`src/design/cgs_pkg.sv`:
```
// Package with register map, field positions, reset values and timing for the guard block
package cgs_pkg;
  // Register word indices (register port address space)
  localparam logic [7:0] ADDR_CFG_FIRST    = 8'h01;  // First configuration register
  localparam logic [7:0] ADDR_CFG_PROT_END = 8'h18;  // Last write-protected register
  localparam logic [7:0] ADDR_LOCK         = 8'h1F;  // Lock control register
  localparam logic [7:0] ADDR_CKS_CTRL     = 8'h20;  // Checksum control
  localparam logic [7:0] ADDR_CKS_HI       = 8'h21;  // Checksum upper byte
  localparam logic [7:0] ADDR_CKS_LO       = 8'h22;  // Checksum lower byte
  localparam logic [7:0] ADDR_STAT0        = 8'h23;  // Primary event flags
  localparam logic [7:0] ADDR_STAT1        = 8'h24;  // Secondary event flags
  localparam logic [7:0] ADDR_STAT2        = 8'h25;  // Tertiary event flags
  localparam logic [7:0] ADDR_IRQ_ENABLE_PRIMARY        = 8'h26;  // Primary irq enables
  localparam logic [7:0] ADDR_IRQ_ENABLE_SECONDARY        = 8'h27;  // Secondary summary enables
  localparam logic [7:0] ADDR_IRQ_ENABLE_TERTIARY        = 8'h28;  // Tertiary summary enables
  localparam logic [7:0] ADDR_FLT_TYPE     = 8'h29;  // Barrier fault category
  localparam logic [7:0] ADDR_FLT_COUNT    = 8'h2A;  // Barrier fault tally
  // Lock keys
  localparam logic [7:0] KEY_LOCK   = 8'hD4;  // Enables protection
  localparam logic [7:0] KEY_UNLOCK = 8'h5E;  // Disables protection
  // Primary status bit positions
  localparam int BIT_LINK_FAULT = 0;  // Barrier link fault
  localparam int BIT_STAT1X     = 1;  // Secondary summary
  localparam int BIT_STAT2X     = 2;  // Tertiary summary
  localparam int BIT_CKS_CHG    = 3;  // Checksum changed
  localparam int BIT_LINK_READY = 4;  // Link ready
  localparam int BIT_RESET_DONE = 5;  // Reset complete
  localparam int BIT_FUSE_ERR   = 6;  // Fuse memory fault
  localparam int BIT_CKS_DONE   = 7;  // Checksum done
  // Checksum control bit positions
  localparam int BIT_FORCE = 0;  // Force immediate checksum
  // Flags that reach the pin regardless of the mask
  localparam logic [7:0] NONMASKABLE = 8'h60;
  // Sticky flags cleared by write one (summaries and ready are live)
  localparam logic [7:0] W1C_STAT0   = 8'hE9;
  // Reset values
  localparam logic [7:0] MASK_RST    = 8'h00;
  localparam logic [15:0] CKS_SEED   = 16'hFFFF;  // Checksum start value
  localparam logic [15:0] CKS_POLY   = 16'h1021;  // Checksum polynomial
  // Timing
  localparam int CLK_HZ         = 125_000_000;
  localparam int CKS_PERIOD_US  = 8000;          // About 8 ms
  localparam int CKS_PERIOD_CYC = (CLK_HZ / 1_000_000) * CKS_PERIOD_US;
  localparam int NUM_CFG        = 31;            // Registers 0x01..0x1F
endpackage : cgs_pkg

```
`src/design/cgs_guard.sv`:
```
// Configuration lock, checksum supervision and status/interrupt logic
`timescale 1ns/100ps
module cgs_guard
  import cgs_pkg::*;
#(
  parameter int CKS_CYCLES = cgs_pkg::CKS_PERIOD_CYC  // Checksum interval, shortenable
) (
  input  wire logic       clk,               // Device clock
  input  wire logic       reset,             // Synchronous reset, active high
  input  wire logic       reg_wr,            // Register write strobe
  input  wire logic       reg_rd,            // Register read strobe
  input  wire logic [7:0] reg_addr,          // Register address
  input  wire logic [7:0] reg_wdata,         // Write data
  output logic      [7:0] reg_rdata,         // Read data, one cycle after strobe
  output logic      [7:0] burst_primary,     // Primary flags for long read
  output logic      [7:0] burst_secondary,   // Secondary flags for long read
  output logic      [7:0] cfg_out [cgs_pkg::NUM_CFG], // Configuration contents
  input  wire logic       chip_ready,        // Whole chip ready for waveform data
  input  wire logic       link_err,          // Barrier link error event
  input  wire logic [3:0] link_err_kind,     // Category of that error
  input  wire logic       fuse_err,          // Fuse memory fault event
  input  wire logic [7:0] secondary_events,  // Secondary status events
  input  wire logic [7:0] tertiary_events,   // Corrected internal error events
  output logic            irq_n              // Interrupt pin, active low
);
  import cgs_pkg::*;

  // State registers
  // Each group has its next value computed in one combinational block
  logic [7:0]  cfg_reg [NUM_CFG];  // Configuration registers 0x01..0x1F
  logic [7:0]  cfg_next [NUM_CFG];
  logic        locked_reg, locked_next;       // Protection active
  logic        force_reg, force_next;         // Force request bit
  logic [15:0] cks_reg, cks_next;             // Stored checksum
  logic [15:0] acc_reg, acc_next;             // Running checksum
  logic [4:0]  idx_reg, idx_next;             // Register walked by checksum
  logic        first_reg, first_next;         // Next result is the reset default
  logic [31:0] tmr_reg, tmr_next;             // Interval timer
  logic [7:0]  st0_reg, st0_next;             // Primary flags
  logic [7:0]  st1_reg, st1_next;             // Secondary flags
  logic [7:0]  st2_reg, st2_next;             // Tertiary flags
  logic [7:0]  m0_reg, m0_next;               // Primary enables
  logic [7:0]  m1_reg, m1_next;               // Secondary enables
  logic [7:0]  m2_reg, m2_next;               // Tertiary enables
  logic [3:0]  ftype_reg, ftype_next;         // Fault category
  logic [7:0]  fcnt_reg, fcnt_next;           // Fault tally
  logic        rstd_reg, rstd_next;           // Reset just released
  logic [7:0]  rdata_reg, rdata_next;         // Read data
  logic        irq_n_reg, irq_n_next;         // Pin level

  // Checksum FSM with Gray-coded states
  // IDLE to RUN to DONE changes one bit per step
  typedef enum logic [1:0] {
    CKS_IDLE = 2'b00,  // Waiting for timer or force
    CKS_RUN  = 2'b01,  // Walking the registers
    CKS_DONE = 2'b11   // Storing result
  } cgs_cks_state_type;
  cgs_cks_state_type state_reg, state_next;

  // One byte step of CRC-16, polynomial from the package
  // Bits enter most significant first; a host model of the checksum
  // must walk the bytes in the same order and with the same seed
  function automatic logic [15:0] crc_step(input logic [15:0] c, input logic [7:0] d);
    logic [15:0] r;
    r = c;
    for (int i = 7; i >= 0; i--) begin
      r = (r[15] ^ d[i]) ? ((r << 1) ^ CKS_POLY) : (r << 1);
    end
    return r;
  endfunction

  // Configuration register writes per entry
  // Entry 30 stands for the lock address and is never written here;
  // the lock key lives in its own flag and is folded into the checksum
  // Protected entries drop a locked write silently, with no error flag
  genvar g;
  generate
    for (g = 0; g < NUM_CFG; g++) begin : g_cfg
      localparam logic [7:0] A = 8'(g + 1);
      always_comb begin
        cfg_next[g] = cfg_reg[g];
        if (reg_wr && reg_addr == A && A != ADDR_LOCK &&
            !(locked_reg && A >= ADDR_CFG_FIRST && A <= ADDR_CFG_PROT_END)) begin
          cfg_next[g] = reg_wdata;
        end
      end
      always_ff @(posedge clk) begin
        if (reset) cfg_reg[g] <= 8'h00;
        else       cfg_reg[g] <= cfg_next[g];
      end
      assign cfg_out[g] = cfg_reg[g];
    end
  endgenerate

  // The engine reads one register per cycle, so a write landing during a
  // run may be seen or missed depending on the entry already passed
  // Byte fed to checksum; lock register counted as its readback key
  logic [7:0] cks_byte;
  always_comb begin
    if (idx_reg == 5'(NUM_CFG - 1)) cks_byte = locked_reg ? KEY_LOCK : KEY_UNLOCK;
    else                            cks_byte = cfg_reg[idx_reg];
  end

  // Next state of lock, checksum, status and masks
  // Every next value but rstd_next starts from its register so that no path leaves a
  // latch; later assignments in this block take priority over earlier ones
  always_comb begin
    logic        wr_st;
    logic [7:0]  s1x, s2x;
    wr_st      = reg_wr;
    s1x        = 8'h00;
    s2x        = 8'h00;
    locked_next = locked_reg;
    force_next  = force_reg;
    cks_next    = cks_reg;
    acc_next    = acc_reg;
    idx_next    = idx_reg;
    first_next  = first_reg;
    tmr_next    = tmr_reg;
    state_next  = state_reg;
    st0_next    = st0_reg;
    st1_next    = st1_reg;
    st2_next    = st2_reg;
    m0_next     = m0_reg;
    m1_next     = m1_reg;
    m2_next     = m2_reg;
    ftype_next  = ftype_reg;
    fcnt_next   = fcnt_reg;
    rstd_next   = 1'b0;
    // Lock keys; other values leave the state alone
    if (reg_wr && reg_addr == ADDR_LOCK) begin
      if (reg_wdata == KEY_LOCK)   locked_next = 1'b1;
      if (reg_wdata == KEY_UNLOCK) locked_next = 1'b0;
    end
    // Masks
    // Mask writes are never blocked by the lock
    if (wr_st && reg_addr == ADDR_IRQ_ENABLE_PRIMARY) m0_next = reg_wdata;
    if (wr_st && reg_addr == ADDR_IRQ_ENABLE_SECONDARY) m1_next = reg_wdata;
    if (wr_st && reg_addr == ADDR_IRQ_ENABLE_TERTIARY) m2_next = reg_wdata;
    if (wr_st && reg_addr == ADDR_CKS_CTRL && reg_wdata[BIT_FORCE]) force_next = 1'b1;
    // Write-one clears come first so that new events win
    if (wr_st && reg_addr == ADDR_STAT0) st0_next = st0_reg & ~(reg_wdata & W1C_STAT0);
    if (wr_st && reg_addr == ADDR_STAT1) st1_next = st1_reg & ~reg_wdata;
    if (wr_st && reg_addr == ADDR_STAT2) st2_next = st2_reg & ~reg_wdata;
    st1_next = st1_next | secondary_events;
    st2_next = st2_next | tertiary_events;
    // Interval timer
    // Free running; a started run restarts it, so a forced run also
    // pushes the next scheduled run a full interval further out
    if (tmr_reg >= 32'(CKS_CYCLES - 1)) tmr_next = 32'h0;
    else                                tmr_next = tmr_reg + 32'h1;
    // Checksum engine
    // A run takes one cycle to start, one per register, then one to store
    case (state_reg)
      CKS_IDLE: begin
        if (force_reg || tmr_reg >= 32'(CKS_CYCLES - 1)) begin
          state_next = CKS_RUN;
          acc_next   = CKS_SEED;
          idx_next   = 5'h0;
          tmr_next   = 32'h0;
        end
      end
      CKS_RUN: begin
        acc_next = crc_step(acc_reg, cks_byte);
        if (idx_reg == 5'(NUM_CFG - 1)) state_next = CKS_DONE;
        else                            idx_next = idx_reg + 5'h1;
      end
      CKS_DONE: begin
        cks_next   = acc_reg;
        first_next = 1'b0;
        if (!first_reg && acc_reg != cks_reg) st0_next[BIT_CKS_CHG] = 1'b1;
        // A force write landing now starts another run rather than being lost
        if (!(wr_st && reg_addr == ADDR_CKS_CTRL && reg_wdata[BIT_FORCE]))
          force_next = 1'b0;
        st0_next[BIT_CKS_DONE] = 1'b1;
        state_next = CKS_IDLE;
      end
      default: state_next = CKS_IDLE;
    endcase
    // Event flags
    // Sticky flags are set after the write-one clears above, so an event
    // and its clear in the same cycle leave the flag set
    // Link ready only follows chip_ready once reset done has been seen
    if (rstd_reg) st0_next[BIT_RESET_DONE] = 1'b1;
    st0_next[BIT_LINK_READY] = chip_ready && !rstd_reg && (st0_reg[BIT_LINK_READY] ||
                               st0_reg[BIT_RESET_DONE] || !first_reg);
    if (link_err) begin
      st0_next[BIT_LINK_FAULT] = 1'b1;
      ftype_next = link_err_kind;
      if (fcnt_reg != 8'hFF) fcnt_next = fcnt_reg + 8'h1;
    end
    if (fuse_err) st0_next[BIT_FUSE_ERR] = 1'b1;
    s1x = st1_next & m1_next;
    s2x = st2_next & m2_next;
    st0_next[BIT_STAT1X] = |s1x;
    st0_next[BIT_STAT2X] = |s2x;
  end

  // Read mux and interrupt pin
  // Read data stands for one cycle after the strobe, then returns to zero
  // The pin looks at the registered flags, so it lags them by one cycle
  always_comb begin
    rdata_next = 8'h00;
    if (reg_rd) begin
      if (reg_addr >= ADDR_CFG_FIRST && reg_addr < ADDR_LOCK)
        rdata_next = cfg_reg[5'(reg_addr - ADDR_CFG_FIRST)];
      else begin
        case (reg_addr)
          ADDR_LOCK:      rdata_next = locked_reg ? KEY_LOCK : KEY_UNLOCK;
          ADDR_CKS_CTRL:  rdata_next = {7'h00, force_reg};
          ADDR_CKS_HI:    rdata_next = cks_reg[15:8];
          ADDR_CKS_LO:    rdata_next = cks_reg[7:0];
          ADDR_STAT0:     rdata_next = st0_reg;
          ADDR_STAT1:     rdata_next = st1_reg;
          ADDR_STAT2:     rdata_next = st2_reg;
          ADDR_IRQ_ENABLE_PRIMARY:     rdata_next = m0_reg;
          ADDR_IRQ_ENABLE_SECONDARY:     rdata_next = m1_reg;
          ADDR_IRQ_ENABLE_TERTIARY:     rdata_next = m2_reg;
          ADDR_FLT_TYPE:  rdata_next = {4'h0, ftype_reg};
          ADDR_FLT_COUNT: rdata_next = fcnt_reg;
          default:        rdata_next = 8'h00;
        endcase
      end
    end
    irq_n_next = ~|(st0_reg & (m0_reg | NONMASKABLE));
  end

  // Register all state but the configuration entries
  // Reset leaves the force bit set so the reset default checksum is
  // loaded straight after release, without raising checksum changed
  always_ff @(posedge clk) begin
    if (reset) begin
      locked_reg <= 1'b0;
      force_reg  <= 1'b1;       // Compute reset default at once
      cks_reg    <= 16'h0000;
      acc_reg    <= CKS_SEED;
      idx_reg    <= 5'h0;
      first_reg  <= 1'b1;
      tmr_reg    <= 32'h0;
      state_reg  <= CKS_IDLE;
      st0_reg    <= 8'h00;
      st1_reg    <= 8'h00;
      st2_reg    <= 8'h00;
      m0_reg     <= MASK_RST;
      m1_reg     <= MASK_RST;
      m2_reg     <= MASK_RST;
      ftype_reg  <= 4'h0;
      fcnt_reg   <= 8'h00;
      rstd_reg   <= 1'b1;       // Marks the first cycle after release
      rdata_reg  <= 8'h00;
      irq_n_reg  <= 1'b1;
    end else begin
      locked_reg <= locked_next;
      force_reg  <= force_next;
      cks_reg    <= cks_next;
      acc_reg    <= acc_next;
      idx_reg    <= idx_next;
      first_reg  <= first_next;
      tmr_reg    <= tmr_next;
      state_reg  <= state_next;
      st0_reg    <= st0_next;
      st1_reg    <= st1_next;
      st2_reg    <= st2_next;
      m0_reg     <= m0_next;
      m1_reg     <= m1_next;
      m2_reg     <= m2_next;
      ftype_reg  <= ftype_next;
      fcnt_reg   <= fcnt_next;
      rstd_reg   <= rstd_next;
      rdata_reg  <= rdata_next;
      irq_n_reg  <= irq_n_next;
    end
  end

  // Outputs come straight from registers
  assign reg_rdata       = rdata_reg;
  assign burst_primary   = st0_reg;
  assign burst_secondary = st1_reg;
  assign irq_n           = irq_n_reg;
endmodule // cgs_guard

```
`config.mk`:
```
export PLATFORM = sky130hd
export DESIGN_NAME = cgs_guard
export DESIGN_NICKNAME = d
export VERILOG_FILES = /design/src/design/cgs_pkg.sv /design/src/design/cgs_guard.sv
export SDC_FILE = /design/constraint.sdc
export NUM_CORES = 1
export LEC_CHECK = 0
export BUFFER_PORTS_ARGS = -buffer_cell sky130_fd_sc_hd__buf_2
export CORE_UTILIZATION = 45
export DETAILED_ROUTE_END_ITERATION = 12
export HOLD_SLACK_MARGIN = 0.05
export PLACE_DENSITY = 0.71
export SYNTH_ARGS = -nofsm -noshare
export SYNTH_HDL_FRONTEND = slang
export SYNTH_SLANG_ARGS = --single-unit
```
`constraint.sdc`:
```
create_clock -name clk -period 3.8 [get_ports clk]
set_input_delay 0.38 -clock clk [delete_from_list [all_inputs] [get_ports clk]]
set_output_delay 0.38 -clock clk [all_outputs]
set_load 0.005 [all_outputs]
```
==> results of run 1 <==
-- how the worst max path moves through the flow --
stage,start,end,slack (ns),cells past startpoint
2_1_floorplan,reg_addr[0],reg_rdata[1],0.17,12
3_3_place_gp,reg_addr[4],burst_primary[2],0.83,9
3_5_place_dp,reg_addr[0],burst_primary[1],0.78,9
4_1_cts,register,acc_reg[12],0.81,8
5_1_grt,register,acc_reg[12],0.62,8
6_report,register,acc_reg[12],0.77,8
-- stage by stage --
| stage | util [%] | hold WS, ns | total power [W] | cell area [µm²] |
|---|---|---|---|---|
| after detailed placement | 50.7 | 0.417 | 0.00490 | 21500 |
| after global routing | 54.4 | 0.0671 | 0.00935 | 23000 |
| after floorplan | - | 0.401 | 0.00471 | 19500 |
| after global placement | 50.7 | 0.407 | 0.00489 | 21500 |
| final | 54.4 | 0.0557 | 0.00913 | 23000 |
| after CTS | 54.4 | 0.0504 | 0.00913 | 23000 |
-- area by class of cell --
class	instances	area, µm²
Clock buffer	65	1290
Clock inverter	12	144
Fill cell	3731	19300
Inverter	12	45.0
Multi-Input combinational cell	1404	10900
Sequential cell	389	7790
Tap cell	577	722
Timing Repair Buffer	370	2100
-- kinds of logic (layout without fill, tap and decap cells) --
kind of cell	after synthesis	count (layout)
multiplexers	362	362
adder cells (fa/ha/maj)	9	9
AND/OR/NAND/NOR	662	662
AO/OA/AOI/OAI	282	282
flip-flops	389	389
XOR/XNOR	69	69
other	1	20
buffers and inverters	185	459
-- critical path, cell delays in order (launching register included) --
cell       delay, ns
dfxtp_4         0.51
buf_12          0.33
mux4_2          0.55
mux2i_1         0.33
o22a_1          0.19
nand3_1         0.19
xor2_2          0.32
xnor3_1         0.36
a2bb2oi_1       0.14
-- timing repair --
| item | in CTS | in global routing |
|---|---|---|
| setup buffers | 0 | 0 |
| hold buffers | 12 | 0 |
| endpoints found under the hold margin | 12 | 0 |
-- synthesized netlist by cell type (all sizes together), types with 8 or more instances --
| master | count |
|---|---|
| a21oi | 132 |
| nand2 | 170 |
| nand3 | 111 |
| xnor3 | 10 |
| mux4 | 110 |
| clkbuf | 134 |
| nand4 | 15 |
| o211ai | 12 |
| xor2 | 23 |
| mux2i | 245 |
| nor4 | 27 |
| xnor2 | 35 |
| a22oi | 17 |
| and3 | 21 |
| and2 | 11 |
| o22ai | 18 |
| dfxtp | 389 |
| a311o | 8 |
| a221oi | 12 |
| inv | 10 |
| ha | 9 |
| a2bb2oi | 13 |
| buf | 39 |
| nor2 | 254 |
| o21ai | 20 |
| nand2b | 15 |
-- report_power, final --
part           switching (W)  internal (W)
Sequential         0.0000733       0.00413
Clock                0.00174       0.00254
Combinational       0.000397      0.000250
-- per-layer routing --
metal / global-route usage (%) / part of all wire [%] / up-vias
met2: 49.2 / 43 / 1428
met5: 0 / 0.077 / -
li1: - / - / 7634
met4: 14.1 / 4.5 / 8
met3: 8.10 / 13 / 224
met1: 44.5 / 39 / 8717
==> impl_metrics.ini, run 1 <==
[cts]
cts_tree = built
cts_buffers = 42
clk_pin_slew_ns = 0.06
cts.path.max_buffers = 3
clock_latency_ns = 0.58
h-tree-depth = 2
numClockSinks = 389
ctsResizeCount = 0
cts_root_buf = clkbuf_16

[sta]
timing.final.ws_setup_ns = 0.773
timing.fmax_ghz = 0.330
slew_headroom_pct = 29.9
finalCritPeriodShare_pct = 79.6
worstMarginPinSlew_ns = 1.05
finalHoldViolCount = 0
setup_viol_count_final = 0
finalSetupTns_ns = 0
fin_crit_ns = 3.03
rsz0062_at_grt = no
fin_skew_ns = 0.0298
drv_slew = 0

[die]
io_pins = 316
die_w_um = 210
die_area_mm2 = 0.0441
start_util_pct = 46.0
fp.dieH_um = 210
fp-row-count = 75
core_area_mm2 = 0.0423

[placed_design]
dp.cells = 2740
hpwlAfterDp_mm = 53.0
routabilityCongestion = 1.01
preCtsSetupSlack_ns = 0.778
io_buffers = 307

[global_routing]
grt_pass1_wl_mm = 109
grt_pass1_vias = 16700
grt_remaining_overflow = 0
grt_max_degree = 113
antenna_found_initial = 4
grt_use_total_pct = 32.7

[run]
drv_cap = 0

[worst_setup_path]
reg2reg_slack_ns = 0.77
r2r_cells = 8
start_kind = register
arrival_ns = 3.53
cp.required_ns = 4.31
critical_path_peak_fanout = 42
r2r-end = acc_reg[12]
crit_path_end_kind = register
path_class = reg -> reg

[yosys]
netlist_area_mm2 = 0.0195
synth_seq_area_share_pct = 40.0
ys_types = 76
synthSimpleGateAreaFrac_pct = 15.3
syn_avg_cell_area_um2 = 9.94
netlist_instances = 1959
ys_seq_elements = 389
ys.warnings.count = 0
yosys.area.top_type = dfxtp_1
synth-main-ff-cell = dfxtp_1
yosys.area.top_type_share_pct = 40.0
synth_xor_xnor_area_share_pct = 4.18
synth.area.top_cells = dfxtp_1 40%, mux2i_1 13%, mux4_2 12%
async_reset_ff_share_pct = 0
yosys.area_share.adder_pct = 0.578
synth_edf_count = 0
synth_compound_area_share_pct = 9.62
muxShareOfSynthArea_pct = 25.9
synth_top_family_by_area = multiplexers

[routing]
drt-vias-per-instance = 6.37
ant_nets = 0
first_pass_iters = 6
wire_per_inst_um = 26.1
vias = 18000
drt_wl_total_mm = 73.8
first_iter_violations = 2639
drcViolationCount = 0

[cells_and_area]
drive_gt1_share_pct = 24.6
final_net_count = 2271
layout_common_cells = 387 x dfxtp_1, 305 x buf_2, 254 x nor2_1
final_common_cell = dfxtp_1
largest_register_ffs = 240
fin_cells = 2829
area_growth_pct = 18.2
diodes = 0

[status]
status = completed

[power_and_ir_drop]
power.density_mw_per_mm2 = 397
ir_drop_mv = 0.298
cellLeakagePower_nw = 10.4

[min_path]
min_to = ftype_reg[0]
min-delay-start = link_err_kind[0]
min_path_type = in -> reg
holdPathStages = 3
(Power assumes the default switching activity.)
==> run 2: changes to the inputs <==
- PLACE_DENSITY: 0.71 -> 0.69
- clock period: 3.8 -> 3.01 ns (I/O delays scaled with it)
==> impl_metrics.ini, run 2 (synthesis gave the netlist of run 1 again) <==
[routing]
vias = 17900
first_pass_iters = 7
drt-vias-per-instance = 6.24
drt_wl_total_mm = 73.4
wire_per_inst_um = 25.5
drcViolationCount = 0
first_iter_violations = 2444
ant_nets = 0

[cts]
cts_setup_buffers = 0
cts_hold_buf = 22
cts_root_buf = clkbuf_16
numClockSinks = 389
clock_latency_ns = 0.58
cts.path.max_buffers = 3
h-tree-depth = 2
cts_tree = built
ctsResizeCount = 0
cts_buffers = 42
clk_pin_slew_ns = 0.07

[sta]
drv_slew = 0
slew_headroom_pct = 26.6
finalSetupTns_ns = 0
fin_crit_ns = 2.85
finalCritPeriodShare_pct = 94.8
finalHoldViolCount = 0
setup_viol_count_final = 0
worstMarginPinSlew_ns = 1.10
rsz0062_at_grt = no
timing.fmax_ghz = 0.350
fin_skew_ns = 0.0201

[power_and_ir_drop]
cellLeakagePower_nw = 10.6
switchingPower_w = 0.00286
p_int_w = 0.00865
design_power_total_w = 0.0115
ir_drop_mv = 0.351
power.density_mw_per_mm2 = 491
seqPwrFrac_pct = 46.1
switching_share_pct = 24.9
power.share.clock_pct = 46.5
p_comb_share_pct = 7.4

[cells_and_area]
layout_common_cells = 387 x dfxtp_1, 305 x buf_2, 254 x nor2_1
area_growth_pct = 20.3
fillers = 3718
drive_gt1_share_pct = 25.9
final_common_cell = dfxtp_1
largest_register_ffs = 240
final_net_count = 2319

[min_path]
min_path_type = in -> reg

[worst_setup_path]
path_class = reg -> reg
start_kind = register
crit_path_end_kind = register
critical_path_peak_fanout = 21
arrival_ns = 3.36
cp.required_ns = 3.52

[global_routing]
grt_remaining_overflow = 0
grt_use_total_pct = 32.6
antenna_found_initial = 2
grt_pass1_vias = 16700
grt_pass1_wl_mm = 108
grt_max_degree = 167

[die]
die_w_um = 210
fp.dieH_um = 210
start_util_pct = 46.0
io_pins = 316
fp-row-count = 75
core_area_mm2 = 0.0423
die_area_mm2 = 0.0441

[run]
drv_cap = 0

[placed_design]
hpwlAfterDp_mm = 53.3
io_buffers = 307
routabilityCongestion = 1.02

[status]
status = completed
[run 2: worst paths after layout]
kind | from | endpoint | slack (ns) | cells past startpoint
worst max-delay path | register | acc_reg[12] | 0.16 | 8
worst min-delay path | reset | rstd_reg | 0.08 | 1
worst max register to register | register | acc_reg[12] | 0.16 | 8
worst min register to register | rstd_reg | burst_primary[4] | 0.42 | 1
[run 2: through the flow]
stage               instance area [µm²]  setup slack [ns]  utilization, %  hold slack [ns]  std cells
finish                            23400             0.155            55.4           0.0794       2876
CTS                               23400             0.162            55.3           0.0639       2875
floorplan                         19600            0.0599               -            0.329       1978
detailed placement                21800             0.180            51.5            0.422       2778
global placement                  21800             0.204            51.5            0.415       2778
global route                      23400           0.00897            55.4           0.0673       2876
[run 2: critical path, cell delays in order (launching register included)]
cell       delay (ns)
dfxtp_4          0.52
buf_12           0.24
mux4_2           0.53
mux2i_1          0.29
o22a_1           0.18
nand3_1          0.16
xor2_2           0.33
xnor3_1          0.37
a2bb2oi_1        0.14
[run 2: final cells by class]
type | instances | area (µm²) | share of cell area, %
timing repair buffer | 418 | 2550 | 10.9
multi-input combinational | 1404 | 10900 | 46.6
clock inverter | 25 | 287 | 1.22
clock buffer | 50 | 1110 | 4.75
tap | 577 | 722 | 3.08
sequential | 389 | 7790 | 33.3
inverter | 12 | 45.0 | 0.192
antenna | 1 | 2.50 | 0.0107
[run 2: per-layer routing]
| layer | track usage (%) | up-vias | part of all wire [%] |
|---|---|---|---|
| li1 | - | 7741 | - |
| met1 | 45.1 | 8787 | 40 |
| met2 | 49.2 | 1229 | 44 |
| met3 | 7.75 | 185 | 12 |
| met4 | 12.4 | 0 | 3.7 |
| met5 | 0 | - | 0 |
[run 2: power groups by stage]
| stage | Combinational [W] | Sequential [W] | Clock, W |
|---|---|---|---|
| 6_report | 0.000852 | 0.00530 | 0.00535 |
| 5_1_grt | 0.000892 | 0.00531 | 0.00562 |
| 2_1_floorplan | 0.000583 | 0.00537 | 0 |
| 4_1_cts | 0.000832 | 0.00530 | 0.00539 |
| 3_5_place_dp | 0.000807 | 0.00541 | 0 |
| 3_3_place_gp | 0.000798 | 0.00541 | 0 |
==> run 3: changes to the inputs <==
- REMOVE_ABC_BUFFERS: default -> 1
==> impl_metrics.ini, run 3 (synthesis gave the netlist of run 1 again) <==
[status]
status = completed

[cts]
clk_pin_slew_ns = 0.06
cts_tree = built
cts.path.max_buffers = 3
clock_latency_ns = 0.58
cts_root_buf = clkbuf_16
cts_buffers = 43
numClockSinks = 389
h-tree-depth = 2

[sta]
finalHoldViolCount = 0
finalCritPeriodShare_pct = 96.7
finalSetupTns_ns = 0
setup_viol_count_final = 0
fin_skew_ns = 0.0283
rsz0062_at_grt = no
worstMarginPinSlew_ns = 0.994
slew_headroom_pct = 33.7
timing.fmax_ghz = 0.344
fin_crit_ns = 2.91
hold_slack_ns = 0.119
drv_slew = 0

[placed_design]
place_area_mm2 = 0.0218
io_buffers = 307
hpwlAfterDp_mm = 54.8
routabilityCongestion = 1.03

[cells_and_area]
area_growth_pct = 20.8
final_common_cell = dfxtp_1
final_util_pct = 55.6
drive_gt1_share_pct = 26.3
largest_register_ffs = 240
layout_common_cells = 386 x dfxtp_1, 305 x buf_2, 254 x nor2_1
postLayoutCellArea_mm2 = 0.0235
final_net_count = 2327

[worst_setup_path]
crit_slowest_cell = xnor3_1
crit_family = compound AO/OA/AOI/OAI gates
cp_cell_sequence = buf_12 -> mux2i_1 -> o221ai_1 -> o221ai_1 -> buf_4 -> o211a_1 -> xnor2_2 -> xnor3_1 -> a2bb2oi_1
arrival_ns = 3.40
crit_path_end_kind = register
reg2reg_slack_ns = 0.10
path_class = reg -> reg
start_kind = register
cp.buffers_inverters = 2
slowest_delay_ns = 0.46
cpMostUsedCell = o221ai_1
critical_path_peak_fanout = 22
cp.required_ns = 3.50

[die]
start_util_pct = 46.0
fp.dieH_um = 210
die_w_um = 210
fp-row-count = 75
die_area_mm2 = 0.0441
io_pins = 316
core_area_mm2 = 0.0423

[routing]
wire_per_inst_um = 25.8
ant_nets = 0
drt_wl_total_mm = 74.5
first_pass_iters = 6
first_iter_violations = 2727
drt-vias-per-instance = 6.23
vias = 18000
drcViolationCount = 0

[run]
drv_cap = 0

[power_and_ir_drop]
power.density_mw_per_mm2 = 490
cellLeakagePower_nw = 10.7
ir_drop_mv = 0.426

[min_path]
min_path_type = in -> reg

[global_routing]
grt_pass1_vias = 17000
antenna_found_initial = 2
grt_max_degree = 168
grt_pass1_wl_mm = 110
grt_use_total_pct = 33.3
grt_remaining_overflow = 0
==> run 3: cell count changes in the layout (fill, tap and decap cells not counted), moves of 2 or more <==
| cell | delta |
|---|---|
| buf_4 | +8 |
| bufinv_16 | -3 |
| clkbuf_16 | +2 |
| clkbuf_8 | +7 |
| clkinv_4 | +2 |
| clkinvlp_4 | -5 |
==> run 3: cell type report <==
type | instances | area [µm²]
Clock inverter | 19 | 173
Inverter | 12 | 45.0
Antenna cell | 2 | 5.00
Sequential cell | 389 | 7800
Fill cell | 3761 | 18800
Timing Repair Buffer | 425 | 2590
Multi-Input combinational cell | 1404 | 10900
Tap cell | 577 | 722
Clock buffer | 59 | 1260
==> run 3: path summary, 6_finish.rpt <==
path         cells after the start     start                to
max                              9  register       acc_reg[15]
min                              3  link_err  burst_primary[0]
max reg2reg                      9  register       acc_reg[15]
min reg2reg                      1  rstd_reg  burst_primary[4]
==> run 3: metrics by stage <==
step | setup slack (ns) | instances | power [W]
after global routing | 0.0261 | 2887 | 0.0118
after global placement | 0.175 | 2785 | 0.00621
after floorplan | -1.68 | 1805 | 0.00579
after detailed placement | 0.0819 | 2785 | 0.00622
after CTS | 0.0847 | 2885 | 0.0115
final | 0.100 | 2887 | 0.0115
==> run 3: layer usage <==
layer / wire, µm / global-route usage [%] / part of all wire [%] / vias to the layer above
met4: 3750 / 17.1 / 5.0 / 0
met5: 0 / 0 / 0 / -
li1: - / - / - / 7746
met3: 9030 / 7.96 / 12 / 211
met2: 32000 / 49.0 / 43 / 1229
met1: 29700 / 45.5 / 40 / 8786
==> run 3: report_power, final <==
part / switching (W) / internal (W)
Clock: 0.00225 / 0.00311
Combinational: 0.000511 / 0.000344
Sequential: 0.0000892 / 0.00521
Total: 0.00285 / 0.00867
==> run 3: tightest hold or removal path: stages <==
cell     delay (ns)
buf_2          0.19
a21oi_1        0.06
nor2_1         0.08
==> run 3: timing repair <==
| action | CTS | global route |
|---|---|---|
| resized for setup | 0 | 4 |
| buffers inserted | 0 | 0 |
| hold buffers | 22 | 0 |
| hold endpoints to repair | 22 | 0 |
| endpoints found under the setup margin | 0 | 14 |
